<file path="config.mk">
export PLATFORM = sky130hd
export DESIGN_NAME = nph_host
export DESIGN_NICKNAME = d
export VERILOG_FILES = /design/src/rtl/nph_host.v /design/src/rtl/nph_fifo.v
export VERILOG_INCLUDE_DIRS = /design/src /design/src/rtl
export SDC_FILE = /design/constraint.sdc
export NUM_CORES = 1
export LEC_CHECK = 0
export CAP_MARGIN = 5
export CELL_PAD_IN_SITES_DETAIL_PLACEMENT = 1
export CELL_PAD_IN_SITES_GLOBAL_PLACEMENT = 1
export CORE_ASPECT_RATIO = 0.7
export CORE_MARGIN = 2
export CORE_UTILIZATION = 46
export CTS_BUF_LIST = sky130_fd_sc_hd__clkbuf_8
export CTS_CLUSTER_SIZE = 12
export DETAILED_ROUTE_END_ITERATION = 8
export DONT_BUFFER_PORTS = 1
export PLACE_DENSITY = 0.8
export SETUP_SLACK_MARGIN = 0.1
export SLEW_MARGIN = 20
export SYNTH_ARGS = -nofsm -noshare
export SYNTH_HDL_FRONTEND = slang
export SYNTH_SLANG_ARGS = --single-unit
</file>
<file path="constraint.sdc">
create_clock -name clk -period 3.1 [get_ports clk]
set_input_delay 0.31 -clock clk [delete_from_list [all_inputs] [get_ports clk]]
set_output_delay 0.31 -clock clk [all_outputs]
set_load 0.01 [all_outputs]
</file>
<file path="src/rtl/nph_map.vh">
// constants for the nand page-read host controller
`ifndef NPH_MAP_VH
`define NPH_MAP_VH
`define NPH_CMD_READ_SETUP 8'h00
`define NPH_CMD_READ_CONFIRM 8'h30
`define NPH_CMD_COL_CHANGE 8'h05
`define NPH_CMD_COL_CONFIRM 8'he0
`define NPH_ADDR_CYCLES 3'h5
`define NPH_COL_CYCLES 3'h2
`define NPH_PAGE_BYTES 12'h870
`define NPH_WE_LOW_CYC 4'h1
`define NPH_WE_HIGH_CYC 4'h1
`define NPH_RE_LOW_CYC 4'h1
`define NPH_RE_HIGH_CYC 4'h1
`define NPH_BUSY_WAIT_CYC 4'h4
`define NPH_OP_READ 2'h0
`define NPH_OP_COLCHG 2'h1
`endif

</file>
<file path="src/rtl/nph_host.v">
// host controller driving the nand pin bus for page read and column change
`timescale 1ns/1ps
`default_nettype none
`include "nph_map.vh"
module nph_host #(
  parameter BUS_W = 8,
  parameter FIFO_DEPTH = 32,
  parameter FIFO_AW = 5
) (
  // clock and reset
  input wire clk,
  input wire nrst,
  // user request
  input wire req_valid,
  output wire req_ready,
  input wire [1:0] req_op,
  input wire [29:0] req_addr,
  input wire [11:0] req_len,
  input wire wp_enable,
  // user read data
  output wire rd_valid,
  input wire rd_ready,
  output wire [BUS_W-1:0] rd_data,
  output wire busy,
  // nand pins
  output reg ce_n_q,
  output reg cle_q,
  output reg ale_q,
  output reg we_n_q,
  output reg read_strobe_n_q,
  output reg wp_n_q,
  output reg whole_chip_protect_q,
  output reg [BUS_W-1:0] io_out_q,
  output reg io_oe_q,
  input wire [BUS_W-1:0] io_in,
  input wire rb_n
);
  localparam S_IDLE = 8'h01;
  localparam S_CMD1 = 8'h02;
  localparam S_ADDR = 8'h04;
  localparam S_CMD2 = 8'h08;
  localparam S_WAITB = 8'h10;
  localparam S_WAITR = 8'h20;
  localparam S_READ = 8'h40;
  localparam S_DONE = 8'h80;

  reg [7:0] st_q;
  reg [29:0] addr_q;
  reg [1:0] op_q;
  reg [11:0] left_q;
  reg [2:0] acyc_q;
  reg [3:0] tmr_q;
  reg phase_q;
  reg [1:0] rb_sync_q;
  reg [BUS_W-1:0] io_s1_q;
  reg [BUS_W-1:0] io_s2_q;
  reg word_valid_q;
  reg [BUS_W-1:0] word_q;
  // fifo room and synchronised ready level
  wire fifo_in_ready;
  wire rb_ready;
  // read-word hand-off to the fifo
  wire capture;
  wire strobe_room;
  // combinational bus word for command and address cycles
  reg [7:0] abyte;
  reg [2:0] acnt;
  reg [BUS_W-1:0] bus_word;

  // ready/busy passes two flops before use
  always @(posedge clk or negedge nrst) begin
    if (!nrst) begin
      rb_sync_q <= 2'h0;
      io_s1_q <= {BUS_W{1'b0}};
      io_s2_q <= {BUS_W{1'b0}};
    end else begin
      rb_sync_q <= {rb_sync_q[0], rb_n};
      io_s1_q <= io_in;
      io_s2_q <= io_s1_q;
    end
  end
  assign rb_ready = rb_sync_q[1];

  assign req_ready = (st_q == S_IDLE);
  assign busy = (st_q != S_IDLE);

  // address byte per cycle, layout differs by bus width
  always @* begin
    abyte = 8'h00;
    acnt = (op_q == `NPH_OP_COLCHG) ? `NPH_COL_CYCLES : `NPH_ADDR_CYCLES;
    if (BUS_W == 8) begin
      // byte mode: column bits 0..11, row from 12
      case (acyc_q)
        3'h0: abyte = addr_q[7:0];
        3'h1: abyte = {4'h0, addr_q[11:8]};
        3'h2: abyte = addr_q[19:12];
        3'h3: abyte = addr_q[27:20];
        3'h4: abyte = {6'h00, addr_q[29:28]};
        default: abyte = 8'h00;
      endcase
    end else begin
      // word mode: column bits 0..10, row from 11
      case (acyc_q)
        3'h0: abyte = addr_q[7:0];
        3'h1: abyte = {5'h00, addr_q[10:8]};
        3'h2: abyte = addr_q[18:11];
        3'h3: abyte = addr_q[26:19];
        3'h4: abyte = {6'h00, addr_q[28:27]};
        default: abyte = 8'h00;
      endcase
    end
  end

  // command or address byte widened to the bus width
  always @* begin
    bus_word = {BUS_W{1'b0}};
    if (st_q == S_CMD1) begin
      bus_word[7:0] = (op_q == `NPH_OP_COLCHG) ? `NPH_CMD_COL_CHANGE : `NPH_CMD_READ_SETUP;
    end else if (st_q == S_CMD2) begin
      bus_word[7:0] = (op_q == `NPH_OP_COLCHG) ? `NPH_CMD_COL_CONFIRM : `NPH_CMD_READ_CONFIRM;
    end else begin
      // upper byte stays low on a wide bus
      bus_word[7:0] = abyte;
    end
  end

  // protect pins kept apart from the sequencer so no state can skip them
  always @(posedge clk or negedge nrst) begin
    if (!nrst) begin
      wp_n_q <= 1'b0;
      whole_chip_protect_q <= 1'b0;
    end else begin
      // host only releases protect when user asks
      // user level is registered once, so a glitch never reaches the pin
      wp_n_q <= wp_enable;
      whole_chip_protect_q <= 1'b0;
    end
  end

  // word of a fall is taken once it has crossed both flops
  assign capture = (st_q == S_READ) && phase_q && (tmr_q >= `NPH_RE_HIGH_CYC);
  // a word still on its way to the fifo already claims a slot
  assign strobe_room = fifo_in_ready && !word_valid_q;

  // one fifo word for every read strobe
  always @(posedge clk or negedge nrst) begin
    if (!nrst) begin
      word_valid_q <= 1'b0;
      word_q <= {BUS_W{1'b0}};
    end else begin
      word_valid_q <= capture;
      if (capture) begin
        word_q <= io_s2_q;
      end
    end
  end

  // a request is taken only in idle, so one bus sequence runs at a time
  // main sequencer; each pin cycle is a low phase then a high phase
  always @(posedge clk or negedge nrst) begin
    if (!nrst) begin
      st_q <= S_IDLE;
      addr_q <= 30'h0;
      op_q <= 2'h0;
      left_q <= 12'h000;
      acyc_q <= 3'h0;
      tmr_q <= 4'h0;
      phase_q <= 1'b0;
      ce_n_q <= 1'b1;
      cle_q <= 1'b0;
      ale_q <= 1'b0;
      we_n_q <= 1'b1;
      read_strobe_n_q <= 1'b1;
      // bus released until the first command
      io_out_q <= {BUS_W{1'b0}};
      io_oe_q <= 1'b0;
    end else begin
      case (st_q)
        S_IDLE: begin
          ce_n_q <= 1'b1;
          io_oe_q <= 1'b0;
          if (req_valid) begin
            addr_q <= req_addr;
            op_q <= req_op;
            left_q <= (req_len > `NPH_PAGE_BYTES) ? `NPH_PAGE_BYTES : req_len;
            ce_n_q <= 1'b0;
            phase_q <= 1'b0;
            tmr_q <= 4'h0;
            acyc_q <= 3'h0;
            st_q <= S_CMD1;
          end
        end
        S_CMD1, S_ADDR, S_CMD2: begin
          io_oe_q <= 1'b1;
          cle_q <= (st_q != S_ADDR);
          ale_q <= (st_q == S_ADDR);
          // bus word is set up with the strobe fall and held to its rise
          io_out_q <= bus_word;
          tmr_q <= tmr_q + 4'h1;
          if (!phase_q) begin
            we_n_q <= 1'b0;
            if (tmr_q >= `NPH_WE_LOW_CYC) begin
              phase_q <= 1'b1;
              tmr_q <= 4'h0;
            end
          end else begin
            // rising strobe edge latches the bus
            we_n_q <= 1'b1;
            if (tmr_q >= `NPH_WE_HIGH_CYC) begin
              phase_q <= 1'b0;
              tmr_q <= 4'h0;
              if (st_q == S_CMD1) begin
                st_q <= S_ADDR;
              end else if (st_q == S_ADDR) begin
                if (acyc_q == acnt - 3'h1) begin
                  st_q <= S_CMD2;
                end
                acyc_q <= acyc_q + 3'h1;
              end else begin
                st_q <= (op_q == `NPH_OP_COLCHG) ? S_WAITR : S_WAITB;
              end
            end
          end
        end
        S_WAITB: begin
          cle_q <= 1'b0;
          ale_q <= 1'b0;
          io_oe_q <= 1'b0;
          // deselect during load; load carries on
          ce_n_q <= 1'b1;
          tmr_q <= tmr_q + 4'h1;
          if (!rb_ready || tmr_q >= `NPH_BUSY_WAIT_CYC) begin
            tmr_q <= 4'h0;
            st_q <= S_WAITR;
          end
        end
        S_WAITR: begin
          cle_q <= 1'b0;
          ale_q <= 1'b0;
          io_oe_q <= 1'b0;
          if (rb_ready) begin
            ce_n_q <= 1'b0;
            phase_q <= 1'b0;
            tmr_q <= 4'h0;
            st_q <= (left_q == 12'h000) ? S_DONE : S_READ;
          end
        end
        S_READ: begin
          tmr_q <= tmr_q + 4'h1;
          if (!phase_q) begin
            // stall read strobe while fifo has no free slot
            if (strobe_room) begin
              read_strobe_n_q <= 1'b0;
              if (tmr_q >= `NPH_RE_LOW_CYC) begin
                phase_q <= 1'b1;
                tmr_q <= 4'h0;
              end
            end else begin
              tmr_q <= 4'h0;
            end
          end else begin
            read_strobe_n_q <= 1'b1;
            if (tmr_q >= `NPH_RE_HIGH_CYC) begin
              phase_q <= 1'b0;
              tmr_q <= 4'h0;
              // one word per strobe; capture runs in its own process
              left_q <= left_q - 12'h001;
              // last strobe of the request closes the sequence
              if (left_q == 12'h001) begin
                st_q <= S_DONE;
              end
            end
          end
        end
        S_DONE: begin
          // last word is already on its way to the fifo
          read_strobe_n_q <= 1'b1;
          // release chip select so an idle device can drop to standby
          ce_n_q <= 1'b1;
          st_q <= S_IDLE;
        end
        default: begin
          st_q <= S_IDLE;
        end
      endcase
    end
  end

  // data-in cycles unused: read-only host keeps latches low
  // protect strap held low so program would be allowed
  nph_fifo #(
    .WIDTH(BUS_W),
    .DEPTH(FIFO_DEPTH),
    .AW(FIFO_AW)
  ) u_fifo (
    .clk(clk),
    .nrst(nrst),
    .in_valid(word_valid_q),
    .in_ready(fifo_in_ready),
    .in_data(word_q),
    .out_valid(rd_valid),
    .out_ready(rd_ready),
    .out_data(rd_data)
  );
endmodule
`default_nettype wire

</file>
<file path="src/rtl/nph_fifo.v">
// synchronous fifo with valid/ready on both sides
`timescale 1ns/1ps
`default_nettype none
module nph_fifo #(
  parameter WIDTH = 16,
  parameter DEPTH = 32,
  parameter AW = 5
) (
  // clock and reset
  input wire clk,
  input wire nrst,
  // fill side
  input wire in_valid,
  output wire in_ready,
  input wire [WIDTH-1:0] in_data,
  // drain side
  output wire out_valid,
  input wire out_ready,
  output wire [WIDTH-1:0] out_data
);
  reg [WIDTH-1:0] mem [0:DEPTH-1];
  reg [AW-1:0] wr_q;
  reg [AW-1:0] rd_q;
  reg [AW:0] cnt_q;
  wire push;
  wire pop;
  // honest full and empty from the word count
  assign in_ready = (cnt_q != DEPTH[AW:0]);
  assign out_valid = (cnt_q != {(AW+1){1'b0}});
  assign out_data = mem[rd_q];
  assign push = in_valid && in_ready;
  assign pop = out_valid && out_ready;
  // storage has no reset, pointers do
  always @(posedge clk) begin
    if (push) begin
      mem[wr_q] <= in_data;
    end
  end
  // pointer and count update
  always @(posedge clk or negedge nrst) begin
    if (!nrst) begin
      wr_q <= {AW{1'b0}};
      rd_q <= {AW{1'b0}};
      cnt_q <= {(AW+1){1'b0}};
    end else begin
      if (push) begin
        wr_q <= (wr_q == DEPTH[AW-1:0] - 1'b1) ? {AW{1'b0}} : wr_q + 1'b1;
      end
      if (pop) begin
        rd_q <= (rd_q == DEPTH[AW-1:0] - 1'b1) ? {AW{1'b0}} : rd_q + 1'b1;
      end
      if (push && !pop) begin
        cnt_q <= cnt_q + 1'b1;
      end else if (pop && !push) begin
        cnt_q <= cnt_q - 1'b1;
      end
    end
  end
endmodule
`default_nettype wire

</file>
==> results of run 1 <==
[Yosys cell counts (6+ instances only)]
master    number
and2_1         6
o21ai_1       11
ha_1          23
a21oi_1       32
mux4_2        80
nor2_1        64
a22o_1         6
nor3_1        13
mux2_2        22
nand2_1      147
o21ai_0       27
dfrtp_1      114
buf_2          6
inv_1         21
clkbuf_1      32
nor4_1         7
nand3_1       13
edfxtp_1     256
a222oi_1       8
[area by class of cell]
class,count,area (um^2),area share [%]
Antenna cell,1,2.502,0.01376
Timing Repair Buffer,89,1062,5.839
Tap cell,435,544.3,2.992
Multi-Input combinational cell,553,4639,25.50
Inverter,22,85.08,0.4677
Clock buffer,61,839.6,4.615
Sequential cell,374,10660,58.60
Clock inverter,43,357.8,1.967
[placed cells by master, fill, tap and decap left out, types with 4 or more instances in the layout]
cell and count:
clkinv_2 15, nor3_1 13, clkinv_1 10, buf_16 9, a222oi_1 8, dfrtp_1 104, nand3b_1 4, dlygate4sd3_1 57
nand2b_1 4, dfstp_2 4, a22o_1 6, nand2_1 146, dfrtp_2 9, o21ai_0 27, mux4_2 80, buf_4 17
clkbuf_8 61, nor4_1 7, and2_1 6, nor2_1 64, buf_12 4, xnor2_1 5, xor2_1 4, o21ai_1 11
mux2_2 14, nor2b_1 4, inv_1 28, mux2_4 8, nor3b_1 4, nand4_1 4, ha_1 22, a21o_1 5
and3_1 5, edfxtp_1 256, a21oi_1 31, bufinv_16 6, nand3_1 13
[power by group]
group / leakage, nW / switching [mW] / internal (mW)
registers: 3.23 / 0.560 / 5.77
logic: 2.12 / 1.76 / 1.41
clock network: 0.651 / 1.99 / 2.34
[timing repair]
item | in CTS | in global routing
pin swaps | 1 | 4
endpoints found under the setup margin | 9 | 10
setup buffers | 8 | 0
hold buffers | 58 | 0
endpoints found under the hold margin | 174 | 0
gates cloned | 7 | 1
resized for setup | 19 | 6
[sequential cells by signal, summed over array words and instances (netlist names), 2 cells and up]
signal        flops
addr_q           30
left_q           12
u_fifo.mem      256
tmr_q             4
word_q            8
u_fifo.cnt_q      6
u_fifo.wr_q       5
io_out_q          8
u_fifo.rd_q       5
io_s1_q           8
io_s2_q           8
st_q              8
op_q              2
rb_sync_q         2
acyc_q            3
[logic make-up after synthesis]
kind of cell | share of synthesized area [%]
other | 0.02414
adders and majority gates | 1.982
xor gates and xnor gates | 0.5074
buffers and inverters | 1.982
and+or+nand+nor | 8.474
muxes | 13.40
AOI/OAI and AO/OA | 5.107
DFF | 68.53
[metrics by stage]
| stage | area, um^2 | util [%] |
|---|---|---|
| after CTS | 18130 | 54.36 |
| after global routing | 18190 | 54.54 |
| after floorplan | 15530 | - |
| after detailed placement | 16020 | 48.02 |
| final | 18190 | 54.54 |
| after global placement | 16020 | 48.02 |
[per-layer routing]
| layer | wire length, um | vias up | share of wire (%) | track usage, % |
|---|---|---|---|---|
| met5 | 0 | - | 0 | 0 |
| met4 | 782 | 0 | 1.9 | 6.095 |
| met3 | 3174 | 72 | 7.9 | 5.772 |
| met2 | 19120 | 401 | 48 | 38.23 |
| met1 | 17110 | 4863 | 43 | 31.68 |
| li1 | - | 4010 | - | - |
[critical path, stage by stage (launching register included)]
cell and delay (ps):
dfrtp_4 520, buf_6 170, buf_16 140, mux4_2 520, mux4_2 520, mux2_4 310
[worst paths after layout]
kind	end	slack, ps	cells after the start
setup reg to reg	u_fifo.cnt_q[5]	210	13
max in group asynchronous	word_q[0]	2270	2
hold / removal	left_q[8]	80	3
hold reg to reg	io_s2_q[7]	350	0
setup / recovery	rd_data[4]	-2	5
min in group asynchronous	left_q[7]	370	2
==> impl_results.md, run 1 <==
- Die Wd: 223.6 um
- Unrepaired setup endpoints after global routing: true
- Count of pins over their slew limit: 0
- Clk_lat worst skew: 630 ps
- GRT Residual Overflow: 0
- Core footprint: 33,350 um^2
- R2r startpoint: u_fifo.cnt_q[0]
- Cell variety after synth: 68
- Fmax: 322.3 MHz
- 1st-iter DRT viols: 819
- Mapped Nets: 1,078
- Std cell rows: 56
- Worst setup startpoint: u_fifo.rd_q[0]
- Non-filler cells, final: 1,578
- Status: finished, violations left
- Top area cells in the synthesized netlist: edfxtp_1, dfrtp_1, mux4_2
- H-tree depth: 2
- Max_slew headroom: 33.83%
- Main synth FF type: edfxtp_1
- Final worst path period share: 100.1%
- Root buf cell: clkbuf_8
- GRT Total Usage: 23.36%
- # DRC: 0
- Share of the synthesized area in the top cell type: 49.49%
- Worst setup SP type: register
- Drt total wl: 40,180 um
- Leading area contributor after synthesis: edfxtp_1
- Setup Crit Path Kind: register to primary output
- Flops & latches, synth: 374
- Worst hold margin: 82.59 ps
- Post-route ant nets: 0
- Die footprint: 35,280 um^2
- Vias per inst: 5.923
- Maximum clock path buffer count: 3
- Syn Area/Cell: 15.60 um^2
- Failing checks: setup timing
- Time the worst path needs with I/O delays and setup: 3102 ps
- Worst-Margin Slew: 988.8 ps
- Placer congestion estimate: 0.8345
- Nets: 1,178
- Number of synthesized flops with an enable pin: 256
- Io pins: 85
- Pwr/cell area: 760.3 nW/um^2
- Crit path DAT: 2790 ps
- Critical path fanouts, max: 6
- Num CTS Buffers: 56
- First-pass GRT wire length: 60,900 um
- Synth-to-layout area growth: 17.11%
- Power, Total: 13.83 mW
- Netlist Area Pre-Place: 15,530 um^2
- Synthesized netlist cell count: 996
- Average wire per standard cell: 25.46 um
- Final setup margin: -2.421 ps
- Antenna violations before repair: 2
- Pre-CTS setup slack: -7.492 ps
- Critical path endpoint category: primary output
- CTS tree: yes
- Critical path required time: 2790 ps
- Max Clock Skew: 45.20 ps
- Clk sink count: 374
- Cell Count Post-Placement: 1,400
- Max VDD drop: 0.0005304 V
- Async SR Flop Fraction: 31.55%
- Largest net degree at the start of global routing: 119
- Input/output buffers: 0
- Seq/Total Area, Yosys: 68.53%
- Filler Cell Count: 3,156
- Layout cells sized above 1: 21.63%
- Setup Viol. Count Final: 1
- Vias in the first global route: 9,887
- Reg clk slew, reported paths: 60 ps
- Pre-Repair DR Iteration Count: 7
- Synth Warn #: 0
- Worst hold path class: primary input to register
- Initial Util: 46.57%
- Static Leakage: 6.007 nW
- Hold_sp: req_len[8]
- Final Hold Viols: 0
- Max-cap violations: 0
- Total negative slack: -2.421 ps
- Die Height: 157.7 um
- Routed via count: 9,346
- Detail Placement HPWL: 23,460 um
(Power assumes the default switching activity.)
==> run 2, diff against run 1 <==
--- a/config.mk
+++ b/config.mk
@@ -6,6 +6,7 @@
 export SDC_FILE = /design/constraint.sdc
 export NUM_CORES = 1
 export LEC_CHECK = 0
+export ABC_AREA = 1
 export CAP_MARGIN = 5
 export CELL_PAD_IN_SITES_DETAIL_PLACEMENT = 1
 export CELL_PAD_IN_SITES_GLOBAL_PLACEMENT = 1
@@ -16,9 +17,9 @@
 export CTS_CLUSTER_SIZE = 12
 export DETAILED_ROUTE_END_ITERATION = 8
 export DONT_BUFFER_PORTS = 1
-export PLACE_DENSITY = 0.8
+export PLACE_DENSITY = 0.84
 export SETUP_SLACK_MARGIN = 0.1
-export SLEW_MARGIN = 20
+export SLEW_MARGIN = 40
 export SYNTH_ARGS = -nofsm -noshare
 export SYNTH_HDL_FRONTEND = slang
 export SYNTH_SLANG_ARGS = --single-unit
==> constraint.sdc (replaced) <==
create_clock -name clk -period 3.1 [get_ports clk]
set_input_delay 0.31 -clock clk [delete_from_list [all_inputs] [get_ports clk]]
set_output_delay 0.31 -clock clk [all_outputs]
set_load 0.005 [all_outputs]
==> impl_results.md, run 2 <==
- Status: complete, no violations (was finished, violations left)
- Cell variety after synth: 44 (was 68)
- Placer congestion estimate: 0.8925 (was 0.8345)
- Pre-Repair DR Iteration Count: 5 (was 7)
- Largest net degree at the start of global routing: 131 (was 119)
- Top Registers: u_fifo.mem x256, addr_q x30, left_q x12 (unchanged)
- Layout cells sized above 1: 10.37% (was 21.63%)
- 1st-iter DRT viols: 1,136 (was 819)
- Die Height: 160.9 um (was 157.7 um)
- Input/output buffers: 0 (unchanged)
- Top post-synthesis cells by count: nand2_1, edfxtp_1, nor2_1 (was edfxtp_1, nand2_1, dfrtp_1)
- Most frequent cell after synthesis: nand2_1 (was edfxtp_1)
- Initial Util: 46.64% (was 46.57%)
- Reg2Reg Capture Point: u_fifo.cnt_q[4] (was u_fifo.cnt_q[5])
- Non-filler cells, final: 2,140 (was 1,578)
- Flops & latches, synth: 374 (unchanged)
- Share of the synthesized area in the top cell type: 47.55% (was 49.49%)
- Critical path endpoint category: primary output (unchanged)
- Most common cell after layout, fill and taps aside: nand2_1 (was edfxtp_1)
- Clk sink count: 374 (unchanged)
- Max Clock Skew: 34.36 ps (was 45.20 ps)
- Top area cells in the synthesized netlist: edfxtp_1, dfrtp_1, nand2_1 (was edfxtp_1, dfrtp_1, mux4_2)
- # DRC: 0 (unchanged)
- Worst setup SP type: register (unchanged)
- Crit path DAT: 2630 ps (was 2790 ps)
- Clk_lat worst skew: 630 ps (about the same)
- Vias in the first global route: 12,800 (was 9,887)
- Final Hold Viols: 0 (unchanged)
- Top reg by flops: u_fifo.mem (unchanged)
- Die Wd: 228.1 um (was 223.6 um)
- Average wire per standard cell: 22.67 um (was 25.46 um)
- Antenna Cells: 0 (was 1)
- Syn Area/Cell: 10.55 um^2 (was 15.60 um^2)
- Unrepaired setup endpoints after global routing: false (was true)
- Setup Crit Path Kind: register to primary output (unchanged)
- Core footprint: 34,660 um^2 (was 33,350 um^2)
- Max VDD drop: 0.0006310 V (was 0.0005304 V)
- CTS tree: yes (unchanged)
- GRT Residual Overflow: 0 (unchanged)
- Filler Cell Count: 3,816 (was 3,156)
- Synth-to-layout area growth: 14.81% (was 17.11%)
- R2r startpoint: u_fifo.cnt_q[0] (unchanged)
- FF-to-FF setup slack: 370 ps (was 210 ps)
- Main synth FF type: edfxtp_1 (unchanged)
- Post-route ant nets: 0 (unchanged)
- Reg2Reg Depth: 13 (unchanged)
- Static Leakage: 6.906 nW (was 6.007 nW)
- Antenna violations before repair: 0 (was 2)
- Die footprint: 36,690 um^2 (was 35,280 um^2)
- Final worst path period share: 94.90% (was 100.1%)
- Time the worst path needs with I/O delays and setup: 2942 ps (was 3102 ps)
- Netlist Area Pre-Place: 16,170 um^2 (was 15,530 um^2)
- Io pins: 85 (unchanged)
- Worst setup path endpoint: rd_data[6] (was rd_data[4])
- Leading area contributor after synthesis: edfxtp_1 (unchanged)
- Async SR Flop Fraction: 31.55% (unchanged)
- Drt total wl: 48,510 um (was 40,180 um)
- Std cell rows: 57 (was 56)
- Synthesized netlist cell count: 1,533 (was 996)
- H-tree depth: 2 (unchanged)
- Root buf cell: clkbuf_8 (unchanged)
- Count of pins over their slew limit: 0 (unchanged)
- Num CTS Buffers: 57 (was 56)
- Pwr/cell area: 844.4 nW/um^2 (was 760.3 nW/um^2)
- Max FFs per register: 256 (unchanged)
- Pre-CTS setup slack: 316.7 ps (was -7.492 ps)
- Cell Count Post-Placement: 1,971 (was 1,400)
- Total negative slack: 0 ps (was -2.421 ps)
- Worst setup startpoint: u_fifo.rd_q[0] (unchanged)
- Worst-Margin Slew: 905.2 ps (was 988.8 ps)
- Final setup margin: 158.1 ps (was -2.421 ps)
- Reg clk slew, reported paths: 70 ps (was 60 ps)
- First-pass GRT wire length: 74,460 um (was 60,900 um)
- Max_slew headroom: 39.66% (was 33.83%)
- Worst hold path class: primary input to register (unchanged)
- GRT Total Usage: 26.24% (was 23.36%)
- Synth Warn #: 0 (unchanged)
- Routed via count: 12,340 (was 9,346)
- Critical path required time: 2790 ps (about the same)
- Nets: 1,701 (was 1,178)
- Detail Placement HPWL: 30,180 um (was 23,460 um)
- Maximum clock path buffer count: 3 (unchanged)
- Number of synthesized flops with an enable pin: 256 (unchanged)
- Vias per inst: 5.768 (was 5.923)
- Setup Viol. Count Final: 0 (was 1)
- Seq/Total Area, Yosys: 65.85% (was 68.53%)
- Fmax: 339.9 MHz (was 322.3 MHz)
- Max-cap violations: 0 (unchanged)
- Critical path fanouts, max: 21 (was 6)
- Most frequent cells in the layout: nand2_1, edfxtp_1, nor2_1 (was edfxtp_1, nand2_1, dfrtp_1)
- Mapped Nets: 1,615 (was 1,078)
-- run 2: how the worst min path moves through the flow --
stage | endpoint | slack, ps | depth (start not counted) | startpoint
after floorplan | acyc_q[0] | 10 | 0 | nrst
after global placement | addr_q[2] | 20 | 0 | nrst
after detailed placement | addr_q[0] | 20 | 0 | nrst
after CTS | u_fifo.rd_q[2] | 10 | 3 | rd_ready
after global routing | u_fifo.rd_q[2] | 80 | 3 | rd_ready
final | u_fifo.rd_q[2] | 60 | 3 | rd_ready
-- run 2: logic make-up (layout without fill, tap and decap cells) --
kind of cell / after synthesis / count (layout) / synth area share [%]
other: 1 / 1 / 0.02320
AOI/OAI and AO/OA: 271 / 271 / 8.885
DFF: 374 / 374 / 65.85
buffers and inverters: 158 / 293 / 3.939
xor gates and xnor gates: 8 / 8 / 0.4334
muxes: 21 / 21 / 1.463
adders and majority gates: 24 / 24 / 1.904
and+or+nand+nor: 676 / 676 / 17.51
-- run 2: area by class of cell --
cell class	count	area [um^2]	area share [%]
clock buffer	67	922.1	4.968
clock inverter	41	211.5	1.139
inverter	94	361.6	1.948
multi-input combinational	1001	4892	26.36
sequential	374	10650	57.38
tap	472	590.6	3.182
timing repair buffer	91	933.4	5.029
-- run 2: metal layers --
layer  GRT usage, %  up-vias  wire [um]
li1               -     5447          -
met1          36.95     6227      20940
met2          40.77      565      22470
met3          5.771      104       3986
met4          8.497        0       1115
met5              0        -          0
-- run 2: per-stage QoR --
stage                     power [mW]  utilization [%]  area (um^2)  hold slack [ps]
final                          15.67            53.55        18560            55.08
after global routing           16.48            53.55        18560            81.64
after CTS                      15.38            53.29        18470            10.30
after detailed placement       11.26            48.30        16740            18.00
after global placement         10.93            48.30        16740            17.59
after floorplan                9.662                -        16170            14.41
-- run 2: report_power, final --
part           total [mW]  internal [mW]  leakage, nW  switching (mW)
combinational        5.41           1.66         3.02            3.75
sequential           6.23           5.81         3.22           0.416
clock                4.04           2.06        0.668            1.98
total                15.7           9.53         6.91            6.14
-- run 2: what timing repair did --
item	4_1_cts	5_1_grt
setup endpoints to repair	1	11
buffers inserted	0	1
gates resized for setup	1	11
gates cloned	0	2
hold buffers	58	0
hold endpoints to repair	174	0
-- run 2: worst max-delay path, cell delays in order (launching register included) --
cell	delay (ps)
dfrtp_4	540
inv_6	210
buf_4	230
o21ai_0	90
o21ai_0	390
nand2_1	110
nand3_1	180
nand3_1	130
nand2_1	130
